`config.mk`:
```
export PLATFORM = sky130hd
export DESIGN_NAME = mkxm_mapper
export DESIGN_NICKNAME = d
export VERILOG_FILES = /design/src/core/mkxm_pkg.sv /design/src/core/mkxm_mapper.sv
export SDC_FILE = /design/constraint.sdc
export NUM_CORES = 1
export LEC_CHECK = 0
export ABC_AREA = 1
export BUFFER_PORTS_ARGS = -buffer_cell sky130_fd_sc_hd__buf_2
export CAP_MARGIN = 10
export CORE_UTILIZATION = 55
export DETAILED_ROUTE_END_ITERATION = 10
export GPL_TIMING_DRIVEN = 0
export PLACE_DENSITY = 0.88
export SLEW_MARGIN = 10
export SYNTH_ARGS = -nofsm -noshare
export SYNTH_HDL_FRONTEND = slang
export SYNTH_SLANG_ARGS = --single-unit
```
`constraint.sdc`:
```
create_clock -name clk -period 6.26 [get_ports clk]
set_input_delay 0 -clock clk [delete_from_list [all_inputs] [get_ports clk]]
set_output_delay 0 -clock clk [all_outputs]
set_load 0.02 [all_outputs]
```
`src/core/mkxm_pkg.sv`:
```
// Constants and types of the multilevel key stream XOR mapper
package mkxm_pkg;
   // ----------------------------------------
   // Register map
   // ----------------------------------------
   localparam logic [7:0]  ADDR_CTRL   = 8'h00;
   localparam logic [7:0]  ADDR_LIMIT  = 8'h04;
   localparam logic [7:0]  ADDR_STATUS = 8'h08;
   localparam int          CFG_LSB     = 0;
   localparam int          SLOT_LSB    = 3;
   localparam int          FMT_LSB     = 6;
   localparam int          CTRLT_BIT   = 8;
   localparam int          START_BIT   = 9;
   localparam logic [8:0]  CTRL_RST    = 9'h000;
   localparam logic [12:0] LIMIT_RST   = 13'h0000;
   localparam logic [1:0]  RESP_OKAY   = 2'h0;
   localparam logic [1:0]  RESP_SLVERR = 2'h2;
   // ----------------------------------------
   // Segment geometry
   // ----------------------------------------
   localparam logic [12:0] TAIL_BASE    = 13'h0028;
   localparam logic [12:0] UNIT_DOUBLE  = 13'h0320;
   localparam logic [12:0] UNIT_FULL    = 13'h0140;
   localparam logic [12:0] UNIT_HALF    = 13'h0050;
   localparam logic [12:0] UNIT_LONG640 = 13'h0280;
   localparam logic [12:0] UNIT_LONG672 = 13'h02a0;
   localparam logic [12:0] HALF_C6_BLEN = 13'h0230;
   localparam logic [6:0]  SUB_SPAN     = 7'h50;
   localparam logic [6:0]  SUB_DATA     = 7'h40;
   // ----------------------------------------
   // Types
   // ----------------------------------------
   typedef enum logic [2:0] {CFG_1A, CFG_1B, CFG_2, CFG_3, CFG_4A, CFG_4B, CFG_5, CFG_6} mkxm_cfg_t;
   typedef enum logic [2:0] {SLOT_DOUBLE, SLOT_FULL, SLOT_HALF, SLOT_LONG640, SLOT_LONG672,
                             SLOT_RSV5, SLOT_RSV6, SLOT_RSV7} mkxm_slot_t;
   typedef enum logic [1:0] {FMT_UNPROT, FMT_SINGLE, FMT_MULTI, FMT_ENCODED} mkxm_fmt_t;
   typedef struct packed {
      logic       ctrlTail;
      mkxm_fmt_t  fmt;
      mkxm_slot_t slot;
      mkxm_cfg_t  cfg;
   } mkxm_ctrl_t;
endpackage : mkxm_pkg

```
`src/core/mkxm_mapper.sv`:
```
// Key stream segment to tail and B-field XOR mapper with AXI4-Lite control
`timescale 1ns/100ps
module mkxm_mapper (
   // Clock and reset
   input  wire logic        clk,
   input  wire logic        rstn,
   // AXI4-Lite write
   input  wire logic [31:0] awaddr,
   input  wire logic        awvalid,
   output logic             awready,
   input  wire logic [31:0] wdata,
   input  wire logic [3:0]  wstrb,
   input  wire logic        wvalid,
   output logic             wready,
   output logic [1:0]       bresp,
   output logic             bvalid,
   input  wire logic        bready,
   // AXI4-Lite read
   input  wire logic [31:0] araddr,
   input  wire logic        arvalid,
   output logic             arready,
   output logic [31:0]      rdata,
   output logic [1:0]       rresp,
   output logic             rvalid,
   input  wire logic        rready,
   // Key stream in
   input  wire logic        ksValid,
   input  wire logic        ksBit,
   output logic             ksReady,
   // Field bits in
   input  wire logic        fldValid,
   input  wire logic        fldBit,
   output logic             fldReady,
   // Field bits out
   output logic             outValid,
   output logic             outBit,
   input  wire logic        outReady
);
   typedef enum logic {ST_IDLE, ST_RUN} mkxm_state_t;

   mkxm_state_t         state_q;
   mkxm_pkg::mkxm_ctrl_t ctrl_q;
   logic [12:0]         limit_q;
   logic [12:0]         idx_q;
   logic [6:0]          subIdx_q;
   logic                seg_q;
   logic                startReq_q;
   logic                gotKey_q, gotFld_q, keyBit_q, fldBit_q;
   logic                awGot_q, wGot_q;
   logic [7:0]          awAddr_q;
   logic [31:0]         wData_q;
   logic [3:0]          wStrb_q;
   logic [12:0]         tailLen, keyB, bLen, segLen, stepEnd, bIdx;
   logic                inTail, needKey, needFld, xorEn, stepDone, lastStep;
   logic [31:0]         wMerged;

   // ----------------------------------------
   // Geometry decode
   // ----------------------------------------
   function automatic logic [12:0] tailOf(input mkxm_pkg::mkxm_cfg_t c);
      unique case (c)
         mkxm_pkg::CFG_4A: tailOf = 13'(mkxm_pkg::TAIL_BASE * 2);
         mkxm_pkg::CFG_4B: tailOf = 13'(mkxm_pkg::TAIL_BASE * 3);
         default:          tailOf = mkxm_pkg::TAIL_BASE;
      endcase
   endfunction : tailOf

   function automatic logic [12:0] keyBOf(input mkxm_pkg::mkxm_cfg_t c, input mkxm_pkg::mkxm_slot_t s);
      logic [12:0] u;
      logic [2:0]  m;
      unique case (s)
         mkxm_pkg::SLOT_DOUBLE:  u = mkxm_pkg::UNIT_DOUBLE;
         mkxm_pkg::SLOT_FULL:    u = mkxm_pkg::UNIT_FULL;
         mkxm_pkg::SLOT_HALF:    u = mkxm_pkg::UNIT_HALF;
         mkxm_pkg::SLOT_LONG640: u = mkxm_pkg::UNIT_LONG640;
         mkxm_pkg::SLOT_LONG672: u = mkxm_pkg::UNIT_LONG672;
         default:                u = 13'h0000;
      endcase
      unique case (c)
         mkxm_pkg::CFG_1A, mkxm_pkg::CFG_1B: m = 3'h1;
         mkxm_pkg::CFG_2, mkxm_pkg::CFG_4A:  m = 3'h2;
         mkxm_pkg::CFG_3, mkxm_pkg::CFG_4B:  m = 3'h3;
         mkxm_pkg::CFG_5:                    m = 3'h4;
         mkxm_pkg::CFG_6:                    m = 3'h6;
      endcase
      keyBOf = 13'(u * m);
   endfunction : keyBOf

   function automatic logic [31:0] merge(input logic [31:0] o, input logic [31:0] n, input logic [3:0] s);
      for (int b = 0; b < 4; b++) begin
         merge[b*8 +: 8] = s[b] ? n[b*8 +: 8] : o[b*8 +: 8];
      end
   endfunction : merge

   always_comb begin
      tailLen = tailOf(ctrl_q.cfg);
      keyB    = keyBOf(ctrl_q.cfg, ctrl_q.slot);
      bLen    = keyB;
      if (ctrl_q.slot == mkxm_pkg::SLOT_HALF && ctrl_q.cfg == mkxm_pkg::CFG_6) begin
         bLen = mkxm_pkg::HALF_C6_BLEN;
      end
      segLen   = 13'(tailLen + keyB);
      stepEnd  = 13'(tailLen + bLen);
      bIdx     = 13'(idx_q - tailLen);
      inTail   = idx_q < tailLen;
      needKey  = idx_q < segLen;
      needFld  = inTail ? ctrl_q.ctrlTail : (bIdx < bLen);
      lastStep = idx_q == 13'(stepEnd - 13'h0001);
   end

   // ----------------------------------------
   // XOR enable per position
   // ----------------------------------------
   always_comb begin
      xorEn = 1'b0;
      if (inTail) begin
         xorEn = ctrl_q.ctrlTail;
      end else if (needKey) begin
         unique case (ctrl_q.fmt)
            mkxm_pkg::FMT_UNPROT:  xorEn = 1'b1;
            mkxm_pkg::FMT_MULTI:   xorEn = subIdx_q < mkxm_pkg::SUB_DATA;
            mkxm_pkg::FMT_SINGLE:  xorEn = bIdx < limit_q;
            mkxm_pkg::FMT_ENCODED: xorEn = bIdx < limit_q;
         endcase
      end
   end

   assign stepDone = state_q == ST_RUN && (gotKey_q || !needKey) && (gotFld_q || !needFld) && !outValid;

   // ----------------------------------------
   // Sequencer
   // ----------------------------------------
   always_ff @(posedge clk or negedge rstn) begin
      if (!rstn) begin
         state_q  <= ST_IDLE;
         idx_q    <= 13'h0000;
         subIdx_q <= 7'h00;
         seg_q    <= 1'b0;
      end else begin
         unique case (state_q)
            ST_IDLE: begin
               if (startReq_q) begin
                  state_q  <= ST_RUN;
                  idx_q    <= 13'h0000;
                  subIdx_q <= 7'h00;
                  seg_q    <= 1'b0;
               end
            end
            ST_RUN: begin
               if (stepDone) begin
                  if (lastStep) begin
                     idx_q    <= 13'h0000;
                     subIdx_q <= 7'h00;
                     seg_q    <= ~seg_q;
                     if (seg_q) begin
                        state_q <= ST_IDLE;
                     end
                  end else begin
                     idx_q <= 13'(idx_q + 13'h0001);
                     if (!inTail) begin
                        subIdx_q <= (subIdx_q == 7'(mkxm_pkg::SUB_SPAN - 7'h01)) ? 7'h00 : 7'(subIdx_q + 7'h01);
                     end
                  end
               end
            end
         endcase
      end
   end

   // ----------------------------------------
   // Key and field intake
   // ----------------------------------------
   always_ff @(posedge clk or negedge rstn) begin
      if (!rstn) begin
         gotKey_q <= 1'b0;
         keyBit_q <= 1'b0;
         ksReady  <= 1'b0;
      end else if (ksValid && ksReady) begin
         gotKey_q <= 1'b1;
         keyBit_q <= ksBit;
         ksReady  <= 1'b0;
      end else if (stepDone) begin
         gotKey_q <= 1'b0;
      end else begin
         ksReady <= state_q == ST_RUN && needKey && !gotKey_q;
      end
   end

   always_ff @(posedge clk or negedge rstn) begin
      if (!rstn) begin
         gotFld_q <= 1'b0;
         fldBit_q <= 1'b0;
         fldReady <= 1'b0;
      end else if (fldValid && fldReady) begin
         gotFld_q <= 1'b1;
         fldBit_q <= fldBit;
         fldReady <= 1'b0;
      end else if (stepDone) begin
         gotFld_q <= 1'b0;
      end else begin
         fldReady <= state_q == ST_RUN && needFld && !gotFld_q;
      end
   end

   // ----------------------------------------
   // Output stage
   // ----------------------------------------
   always_ff @(posedge clk or negedge rstn) begin
      if (!rstn) begin
         outValid <= 1'b0;
         outBit   <= 1'b0;
      end else if (stepDone && needFld) begin
         outValid <= 1'b1;
         outBit   <= fldBit_q ^ (xorEn & keyBit_q);
      end else if (outReady) begin
         outValid <= 1'b0;
      end
   end

   // ----------------------------------------
   // AXI4-Lite write
   // ----------------------------------------
   always_ff @(posedge clk or negedge rstn) begin
      if (!rstn) begin
         awGot_q  <= 1'b0;
         wGot_q   <= 1'b0;
         awAddr_q <= 8'h00;
         wData_q  <= 32'h00000000;
         wStrb_q  <= 4'h0;
         awready  <= 1'b0;
         wready   <= 1'b0;
         bvalid   <= 1'b0;
         bresp    <= mkxm_pkg::RESP_OKAY;
      end else begin
         awready <= !awGot_q && !bvalid && !(awvalid && awready);
         wready  <= !wGot_q && !bvalid && !(wvalid && wready);
         if (awvalid && awready) begin
            awGot_q  <= 1'b1;
            awAddr_q <= (awaddr[31:8] == 24'h000000) ? awaddr[7:0] : 8'hff;
         end
         if (wvalid && wready) begin
            wGot_q  <= 1'b1;
            wData_q <= wdata;
            wStrb_q <= wstrb;
         end
         if (awGot_q && wGot_q && !bvalid) begin
            awGot_q <= 1'b0;
            wGot_q  <= 1'b0;
            bvalid  <= 1'b1;
            bresp   <= (awAddr_q == mkxm_pkg::ADDR_CTRL || awAddr_q == mkxm_pkg::ADDR_LIMIT ||
                        awAddr_q == mkxm_pkg::ADDR_STATUS) ? mkxm_pkg::RESP_OKAY : mkxm_pkg::RESP_SLVERR;
         end else if (bvalid && bready) begin
            bvalid <= 1'b0;
         end
      end
   end

   always_comb begin
      if (awAddr_q == mkxm_pkg::ADDR_CTRL) begin
         wMerged = merge({23'h000000, ctrl_q}, wData_q, wStrb_q);
      end else begin
         wMerged = merge({19'h00000, limit_q}, wData_q, wStrb_q);
      end
   end

   always_ff @(posedge clk or negedge rstn) begin
      if (!rstn) begin
         ctrl_q     <= mkxm_pkg::mkxm_ctrl_t'(mkxm_pkg::CTRL_RST);
         limit_q    <= mkxm_pkg::LIMIT_RST;
         startReq_q <= 1'b0;
      end else begin
         startReq_q <= 1'b0;
         if (awGot_q && wGot_q && !bvalid && state_q == ST_IDLE && !startReq_q) begin
            if (awAddr_q == mkxm_pkg::ADDR_CTRL) begin
               ctrl_q     <= mkxm_pkg::mkxm_ctrl_t'(wMerged[mkxm_pkg::CTRLT_BIT:mkxm_pkg::CFG_LSB]);
               startReq_q <= wStrb_q[1] && wData_q[mkxm_pkg::START_BIT];
            end else if (awAddr_q == mkxm_pkg::ADDR_LIMIT) begin
               limit_q <= wMerged[12:0];
            end
         end
      end
   end

   // ----------------------------------------
   // AXI4-Lite read
   // ----------------------------------------
   always_ff @(posedge clk or negedge rstn) begin
      if (!rstn) begin
         arready <= 1'b0;
         rvalid  <= 1'b0;
         rdata   <= 32'h00000000;
         rresp   <= mkxm_pkg::RESP_OKAY;
      end else if (arvalid && arready) begin
         arready <= 1'b0;
         rvalid  <= 1'b1;
         rresp   <= mkxm_pkg::RESP_OKAY;
         rdata   <= 32'h00000000;
         if (araddr == 32'(mkxm_pkg::ADDR_CTRL)) begin
            rdata <= {23'h000000, ctrl_q};
         end else if (araddr == 32'(mkxm_pkg::ADDR_LIMIT)) begin
            rdata <= {19'h00000, limit_q};
         end else if (araddr == 32'(mkxm_pkg::ADDR_STATUS)) begin
            rdata <= {17'h00000, idx_q, seg_q, state_q == ST_RUN || startReq_q};
         end else begin
            rresp <= mkxm_pkg::RESP_SLVERR;
         end
      end else if (rvalid) begin
         rvalid <= !rready;
      end else begin
         arready <= 1'b1;
      end
   end

   // ----------------------------------------
   // Assertions
   // ----------------------------------------
   property p_tailXor;
      @(posedge clk) disable iff (!rstn)
      stepDone && inTail && ctrl_q.ctrlTail |=> outValid && outBit == ($past(fldBit_q) ^ $past(keyBit_q));
   endproperty
   a_tailXor: assert property (p_tailXor) else $error("tail bit not xored");

   property p_unprotXor;
      @(posedge clk) disable iff (!rstn)
      stepDone && !inTail && needKey && needFld && ctrl_q.fmt == mkxm_pkg::FMT_UNPROT
      |=> outBit == ($past(fldBit_q) ^ $past(keyBit_q));
   endproperty
   a_unprotXor: assert property (p_unprotXor) else $error("B bit not xored");

   property p_checkClear;
      @(posedge clk) disable iff (!rstn)
      stepDone && !inTail && needFld && ctrl_q.fmt == mkxm_pkg::FMT_MULTI && subIdx_q >= mkxm_pkg::SUB_DATA
      |=> outBit == $past(fldBit_q);
   endproperty
   a_checkClear: assert property (p_checkClear) else $error("check bit ciphered");

   property p_encLimit;
      @(posedge clk) disable iff (!rstn)
      stepDone && !inTail && needFld && ctrl_q.fmt == mkxm_pkg::FMT_ENCODED && bIdx >= limit_q
      |=> outBit == $past(fldBit_q);
   endproperty
   a_encLimit: assert property (p_encLimit) else $error("encoded bit past limit ciphered");

   property p_dropNoOut;
      @(posedge clk) disable iff (!rstn)
      stepDone && !needFld |=> !outValid;
   endproperty
   a_dropNoOut: assert property (p_dropNoOut) else $error("dropped key bit produced output");

   property p_startZero;
      @(posedge clk) disable iff (!rstn)
      state_q == ST_IDLE && startReq_q |=> state_q == ST_RUN && idx_q == 13'h0000 && !seg_q;
   endproperty
   a_startZero: assert property (p_startZero) else $error("segment not started at zero");

   property p_secondSeg;
      @(posedge clk) disable iff (!rstn)
      stepDone && lastStep && !seg_q |=> seg_q && idx_q == 13'h0000 && state_q == ST_RUN;
   endproperty
   a_secondSeg: assert property (p_secondSeg) else $error("second segment missing");

   property p_tail4b;
      @(posedge clk) disable iff (!rstn)
      state_q == ST_RUN && ctrl_q.cfg == mkxm_pkg::CFG_4B |-> tailLen == 13'd120 && segLen == 13'(13'd120 + keyB);
   endproperty
   a_tail4b: assert property (p_tail4b) else $error("4b tail length wrong");

   property p_keyTaken;
      @(posedge clk) disable iff (!rstn)
      stepDone && needKey |-> gotKey_q;
   endproperty
   a_keyTaken: assert property (p_keyTaken) else $error("key bit skipped");

   c_twoSeg:  cover property (@(posedge clk) disable iff (!rstn) stepDone && lastStep && seg_q);
   c_multi:   cover property (@(posedge clk) disable iff (!rstn) stepDone && ctrl_q.fmt == mkxm_pkg::FMT_MULTI);
   c_noCtrlT: cover property (@(posedge clk) disable iff (!rstn) stepDone && inTail && !ctrl_q.ctrlTail);
endmodule : mkxm_mapper

```
==> results.json, run 1 <==
{
  "maxCapViolCount": 0,
  "viasPerCell": 5.417,
  "cts_root_buf": "clkbuf_16",
  "grt_pass1_vias": 7232,
  "avgSynthCellArea_um2": 7.397,
  "netlist_instances": 1013,
  "grt_usage": 0.2936,
  "cp-end-kind": "flop",
  "die_x_um": 118.7,
  "critPathMaxFanout": 9,
  "antenna_cells": 0,
  "tightest_slew_ns": 1.025,
  "fin_crit_ns": 5.213,
  "fin_crit_sh": 0.8328,
  "initial_core_util": 0.5659,
  "core.rowCount": 42,
  "fp.dieArea_mm2": 0.01410,
  "design.core.area_mm2": 0.01324,
  "multiInputGateArea_mm2": 0.004275,
  "hp-class": "input port to flop",
  "netlist_area_mm2": 0.007493,
  "rrSetupSlack_ns": 1.05,
  "gp_congestion": 0.9269,
  "ioPinCount": 157,
  "synth.distinct_cells": 50,
  "seq_area_frac_synth": 0.3339,
  "pwr-share-comb": 0.267,
  "seq_power_share": 0.412,
  "antenna_found_initial": 0,
  "grt_overflow": 0,
  "p_sw_frac": 0.3330,
  "drc": 0,
  "ys_warn_count": 0,
  "final-max-slew-violation-count": 0,
  "rsz0062_at_grt": "false",
  "arrival_ns": 5.51,
  "dp_hpwl_mm": 14.74,
  "wirelength_mm": 19.69,
  "p_int_w": 0.001306,
  "critPathRequiredTime_ns": 6.56,
  "fin_ws_ns": 1.047,
  "fin_setup_tns_ns": 0,
  "wl_per_cell_um": 14.32,
  "grt_pass1_wl_mm": 32.95,
  "setup_violations": 0,
  "htreeDepth": 3,
  "synth_top_area_frac": 0.3339,
  "whs_path_depth": 5,
  "cts_inserted_buffers": 9,
  "r2r_cells": 25,
  "grt_max_degree": 54,
  "holdCritStartpoint": "wvalid",
  "total_power_w": 0.001958,
  "fmax_ghz": 0.1918,
  "whs_endpoint": "wGot_q",
  "place_ws_ns": 1.154,
  "clock-sinks": 100,
  "finalNetCount": 1374,
  "post_cts_resized": 0,
  "clk-insertion-delay-late_ns": 0.36,
  "vdd_drop_max_uv": 212.6,
  "firstDrtPassIters": 5,
  "clockBufferDepth": 2,
  "reg2reg_to": "subIdx_q[6]",
  "synth_top_cell_by_area": "dfrtp_1",
  "slew_headroom": 0.3111,
  "status": "complete, no violations",
  "die_h_um": 118.7,
  "ff_latch_area_mm2": 0.002502,
  "power.density_mw_per_mm2": 215.7,
  "critPathLaunchType": "flop",
  "p_leak_nw": 4.737,
  "path_clk_slew_ns": 0.07,
  "crit_type": "flop to flop",
  "cts_tree": "built",
  "hold_viol": 0,
  "detail_route.iter0.violations": 630,
  "timing.rr.start": "ctrl_q[1]",
  "fin_worst_skew_ns": 0.01232,
  "cts_setup_buffers": 0,
  "synthTopCellsByArea": "dfrtp_1 (33%), nand2_1 (13%), ha_1 (9.9%)",
  "drive_gt1_frac": 0.1710,
  "clkPwrFrac": 0.321,
  "power.switching_w": 0.0006520,
  "port_buffers": 116,
  "vias": 7448,
  "syn_to_final_growth_pct": 21.14,
  "ys_ff_latch": 100,
  "antenna_left": 0,
  "fillerInstances": 1075
}
## Yosys cell counts (all sizes together)
cell	instances
a21o	2
a21oi	50
a31o	1
a31oi	1
and2	1
and3b	1
buf	28
clkbuf	12
conb	1
dfrtp	100
fa	8
ha	59
inv	135
mux2	3
nand2	262
nand3	64
nand3b	4
nand4	17
nor2	104
nor3	13
nor4	10
o211ai	1
o21a	4
o21ai	83
o22ai	6
o31ai	11
or2	3
xnor2	10
xor2	19
## how the worst max path moves through the flow
stage	depth (start not counted)	slack, ns	to	from
finish	25	1.05	subIdx_q[6]	ctrl_q[1]
global route	25	0.63	subIdx_q[0]	ctrl_q[1]
CTS	25	1.09	subIdx_q[6]	ctrl_q[1]
detailed placement	25	1.15	subIdx_q[3]	ctrl_q[1]
global placement	25	1.23	subIdx_q[0]	ctrl_q[1]
floorplan	23	1.89	idx_q[4]	ctrl_q[1]
## repair_timing
action | in CTS | in global routing
hold endpoints to repair | 84 | 0
hold buffers | 36 | 0
endpoints found under the setup margin | 0 | 0
## logic make-up (layout without fill, tap and decap cells)
| group | count (synthesis) | count (layout) | share of synthesized area |
|---|---|---|---|
| xor gates and xnor gates | 29 | 29 | 0.03389 |
| DFF | 100 | 100 | 0.3339 |
| muxes | 3 | 3 | 0.004508 |
| buffers and inverters | 175 | 343 | 0.1045 |
| adders and majority gates | 67 | 67 | 0.1199 |
| AOI/OAI and AO/OA | 159 | 159 | 0.1164 |
| and+or+nand+nor | 479 | 479 | 0.2864 |
| other | 1 | 19 | 0.0005004 |
## power groups by stage
stage | logic, W | clock network (W) | registers, W
floorplan | 0.000318 | 0 | 0.000827
CTS | 0.000519 | 0.000632 | 0.000805
global route | 0.000591 | 0.000655 | 0.000816
finish | 0.000523 | 0.000629 | 0.000806
detailed placement | 0.000484 | 0 | 0.000815
global placement | 0.000464 | 0 | 0.000812
## final cells by class
class | instances | share of cell area
well taps | 176 | 0.02426
clock buffers | 9 | 0.02481
multi-input cells | 756 | 0.4710
inverters | 135 | 0.05610
flip-flops and latches | 100 | 0.2757
plain buffers | 40 | 0.03019
clock inverters | 6 | 0.01103
repair buffers | 153 | 0.1070
## cell usage in the layout, fill, tap and decap left out, types with 10 or more instances in the layout
cell / instances
nand4_1: 16
buf_4: 21
nand3_1: 57
o31ai_1: 11
buf_2: 119
a21oi_1: 47
conb_1: 19
dfrtp_1: 100
xnor2_1: 10
o21ai_0: 80
inv_1: 129
ha_1: 59
xor2_1: 19
dlygate4sd3_1: 36
clkbuf_1: 11
nor3_1: 11
nand2_1: 251
nor2_1: 98
## per-layer routing
metal | global-route usage | vias up | routed length [um]
met1 | 0.3503 | 3491 | 7921
li1 | - | 3624 | -
met2 | 0.5179 | 280 | 9900
met3 | 0.04585 | 53 | 1304
met4 | 0.1337 | 0 | 566
met5 | 0 | - | 0
## sequential cells by signal, summed over array words and instances, names as in the netlist, 2 cells and up
name,count
awAddr_q,8
wStrb_q,2
wData_q,13
subIdx_q,7
idx_q,13
limit_q,13
rdata,15
ctrl_q,9
## metrics by stage
step	std cells	area, um^2	hold WS, ns	util
2_1_floorplan	1031	7561	-0.2956	-
3_3_place_gp	1323	8362	0.1807	0.6314
3_5_place_dp	1324	8392	0.09242	0.6337
4_1_cts	1375	9077	0.02387	0.6855
5_1_grt	1375	9077	0.06878	0.6855
6_report	1375	9077	0.02365	0.6855
## critical path, stage by stage (launching register included)
cell and delay (ns):
dfrtp_1 0.47, nand2_2 0.16, inv_1 0.11, a21oi_1 0.29, inv_1 0.15, nor2_1 0.16
fa_1 0.43, ha_1 0.24, inv_1 0.07, fa_1 0.49, or2_2 0.36, nor2_1 0.14
nand2_1 0.10, nor3_1 0.25, xnor2_1 0.11, ha_1 0.31, nand2_1 0.07, nor2_1 0.21
o211ai_1 0.19, nand4_1 0.16, nand3_4 0.12, nand2_8 0.14, inv_4 0.06, a21oi_4 0.19
nand2_1 0.08, nand2_1 0.07
Power figures use the tool's default switching activity.
==> inputs of run 2 (changes only) <==
--- a/config.mk
+++ b/config.mk
@@ -5,13 +5,13 @@
 export SDC_FILE = /design/constraint.sdc
 export NUM_CORES = 1
 export LEC_CHECK = 0
-export ABC_AREA = 1
+export ABC_AREA = 0
 export BUFFER_PORTS_ARGS = -buffer_cell sky130_fd_sc_hd__buf_2
 export CAP_MARGIN = 10
-export CORE_UTILIZATION = 55
+export CORE_UTILIZATION = 50
 export DETAILED_ROUTE_END_ITERATION = 10
 export GPL_TIMING_DRIVEN = 0
-export PLACE_DENSITY = 0.88
+export PLACE_DENSITY = 0.86
 export SLEW_MARGIN = 10
 export SYNTH_ARGS = -nofsm -noshare
 export SYNTH_HDL_FRONTEND = slang
==> constraint.sdc (replaced) <==
create_clock -name clk -period 4.5 [get_ports clk]
set_input_delay 0 -clock clk [delete_from_list [all_inputs] [get_ports clk]]
set_output_delay 0 -clock clk [all_outputs]
set_load 0.02 [all_outputs]
==> results.json, run 2 <==
{
  "synthArstFlopShare": 1.000,
  "fin_crit_sh": 1.132,
  "synth.distinct_cells": 65,
  "dp_hpwl_mm": 13.68,
  "vias": 6799,
  "p_int_w": 0.001630,
  "synth_common_cells": "dfrtp_1 (100), nand2_1 (84), ha_1 (59)",
  "tightest_slew_ns": 0.7712,
  "met2_length_mm": 11.18,
  "path_clk_slew_ns": 0.08,
  "seq_area_frac_synth": 0.3575,
  "synth-main-ff-cell": "dfrtp_1",
  "maxCapViolCount": 0,
  "hp-class": "input port to flop",
  "antenna_cells": 0,
  "wl_met1_mm": 8.103,
  "clockBufferDepth": 2,
  "finalNetCount": 1162,
  "synth_most_common_cell": "dfrtp_1",
  "antenna_left": 0,
  "initial_core_util": 0.5203,
  "p_sw_frac": 0.2902,
  "seq_power_share": 0.475,
  "arrival_ns": 5.34,
  "final-max-slew-violation-count": 0,
  "pwr-share-comb": 0.162,
  "cts_inserted_buffers": 9,
  "critPathLaunchType": "flop",
  "die_h_um": 120.3,
  "dp.cells": 1068,
  "clock-sinks": 100,
  "critPathMaxFanout": 8,
  "clkPwrFrac": 0.363,
  "syn_to_final_growth_pct": 35.07,
  "fin_crit_ns": 5.093,
  "status": "complete, but fails checks",
  "p_leak_nw": 4.423,
  "drive_gt1_frac": 0.3441,
  "final_cell_mix": "buf_2 (119), dfrtp_1 (97), nand2_1 (79)",
  "port_buffers": 116,
  "synth_compound_area_frac": 0.1570,
  "fmax_ghz": 0.1963,
  "firstDrtPassIters": 5,
  "instances_no_fill": 1164,
  "cp-end-kind": "flop",
  "synth_top_cell_by_area": "dfrtp_1",
  "power.density_mw_per_mm2": 242.9,
  "regMostFlops": "rdata",
  "cts_tree": "built",
  "die_x_um": 120.3,
  "synth-edff-count": 0,
  "synth_top_area_frac": 0.3575,
  "antenna_found_initial": 0,
  "gp_congestion": 0.9432,
  "drc": 0,
  "slew_headroom": 0.4859,
  "muxShareOfSynthArea": 0.07848,
  "fp.dieArea_mm2": 0.01448,
  "grt_pass1_wl_mm": 33.51,
  "largest_reg_flops": 15,
  "ioPinCount": 157,
  "wirelength_mm": 21.76,
  "synth_fa_ha_area_frac": 0.1284,
  "hold_viol": 0,
  "detail_route.iter0.violations": 635,
  "synthTopCellsByArea": "dfrtp_1 (36%), ha_1 (11%), mux2_2 (6.3%)",
  "netlist_instances": 757,
  "hold_slack_ns": 0.07309,
  "grt_pass1_vias": 6990,
  "violations": "negative setup slack",
  "grt_usage": 0.2945,
  "wl_per_cell_um": 18.69,
  "ys_warn_count": 0,
  "core.rowCount": 42,
  "met3WireLength_mm": 1.468,
  "ys_ff_latch": 100,
  "top_layer_used": "met4",
  "netlist_area_mm2": 0.006999,
  "rsz0062_at_grt": "true",
  "critPathRequiredTime_ns": 4.74,
  "synthSimpleGateAreaFrac": 0.1702,
  "grt_overflow": 0,
  "final_common_cell": "buf_2",
  "synth_xor_area_frac": 0.04255,
  "power.switching_w": 0.0006666,
  "avgSynthCellArea_um2": 9.246,
  "vdd_drop_max_uv": 377.7,
  "cts_root_buf": "clkbuf_16",
  "fin_worst_skew_ns": 0.01094,
  "viasPerCell": 5.841,
  "grt_max_degree": 64,
  "synth_top_family_by_area": "simple AND/OR/NAND/NOR gates",
  "fin_ws_ns": -0.5930,
  "clk-insertion-delay-late_ns": 0.36,
  "design.core.area_mm2": 0.01345,
  "htreeDepth": 3,
  "crit_type": "flop to flop",
  "setup_violations": 26
}
run 2: changes by cell type after synthesis, moves of 11 or more:
cell,previous run,this run
nor2_1,98,51
nor2b_1,0,12
o21ai_0,80,54
mux2_2,3,39
nand3_1,57,24
nand2_1,251,84
a21oi_1,47,24
mux2i_1,0,11
xnor2_1,10,23
inv_1,129,50
run 2: per-layer routing:
metal	vias to the layer above	GRT usage
li1	3102	-
met1	3245	0.3401
met2	357	0.5291
met3	95	0.05189
met4	0	0.1327
met5	-	0.007353
run 2: layout make-up:
class,instances,area [um^2]
Clock buffer,9,225.2
Multi-Input combinational cell,582,4572
Sequential cell,100,2506
Buffer,43,319.1
Inverter,50,190.2
Timing Repair Buffer,197,1328
Fill cell,952,3999
Clock inverter,7,93.84
Tap cell,176,220.2
run 2: worst max-delay path, cell delays in order, from the launching register on:
cell and delay [ns]:
dfrtp_2 0.47, and3b_2 0.28, a21o_1 0.13, nand2_1 0.09, fa_1 0.51, inv_1 0.07
ha_4 0.25, a21o_1 0.19, a21oi_2 0.16, xnor2_2 0.17, buf_4 0.18, buf_4 0.10
buf_4 0.11, nand3_2 0.09, xor2_1 0.26, ha_1 0.29, a21o_1 0.21, a21oi_2 0.15
o311a_1 0.25, and2b_4 0.22, a21oi_4 0.18, buf_4 0.17, buf_4 0.11, nor3_1 0.05
a21oi_1 0.18, o21ai_2 0.10
run 2: power by group through the flow:
stage | clock network, W | registers, W | logic [W]
floorplan | 0 | 0.00111 | 0.000186
global placement | 0 | 0.00110 | 0.000329
detailed placement | 0 | 0.00110 | 0.000342
CTS | 0.000827 | 0.00109 | 0.000364
global route | 0.000873 | 0.00110 | 0.000404
finish | 0.000834 | 0.00109 | 0.000371
run 2: worst paths after layout:
kind,start,to,slack [ns],cells past startpoint
min in group asynchronous,rstn,subIdx_q[3],0.15,2
worst max-delay path,ctrl_q[5],idx_q[3],-0.59,25
worst min-delay path,arvalid,rdata[9],0.07,3
max in group asynchronous,rstn,ctrl_q[5],3.63,3
worst max register to register,ctrl_q[5],idx_q[3],-0.59,25
worst min register to register,wGot_q,wready,0.47,1
run 2: logic make-up (layout without fill, tap and decap cells):
family	count (synthesis)	count (layout)
AND/OR/NAND/NOR	245	245
multiplexers	50	50
XOR/XNOR	34	34
other	1	19
buffers and inverters	93	306
flip-flops	100	100
adder cells (fa/ha/maj)	67	67
AO/OA/AOI/OAI	167	167
run 2: repair_timing:
item	CTS	global route
endpoints found under the setup margin	26	27
hold endpoints to repair	69	0
gates cloned	1	0
pin swaps	26	20
resized for setup	57	47
hold buffers	31	0
buffers inserted	36	14
run 2: per-stage QoR:
stage                       util  cell area (um^2)  setup WS, ns  setup TNS, ns  power, W
after floorplan                -              7233     0.0002300              0  0.001294
after global placement    0.5972              8034       -0.6861         -12.81  0.001426
after detailed placement  0.5994              8064       -0.7026         -14.32  0.001444
after CTS                 0.6830              9189       -0.4725         -8.456  0.002279
after global routing      0.7028              9454       -0.7696         -15.79  0.002381
final                     0.7028              9454       -0.5930         -10.71  0.002297
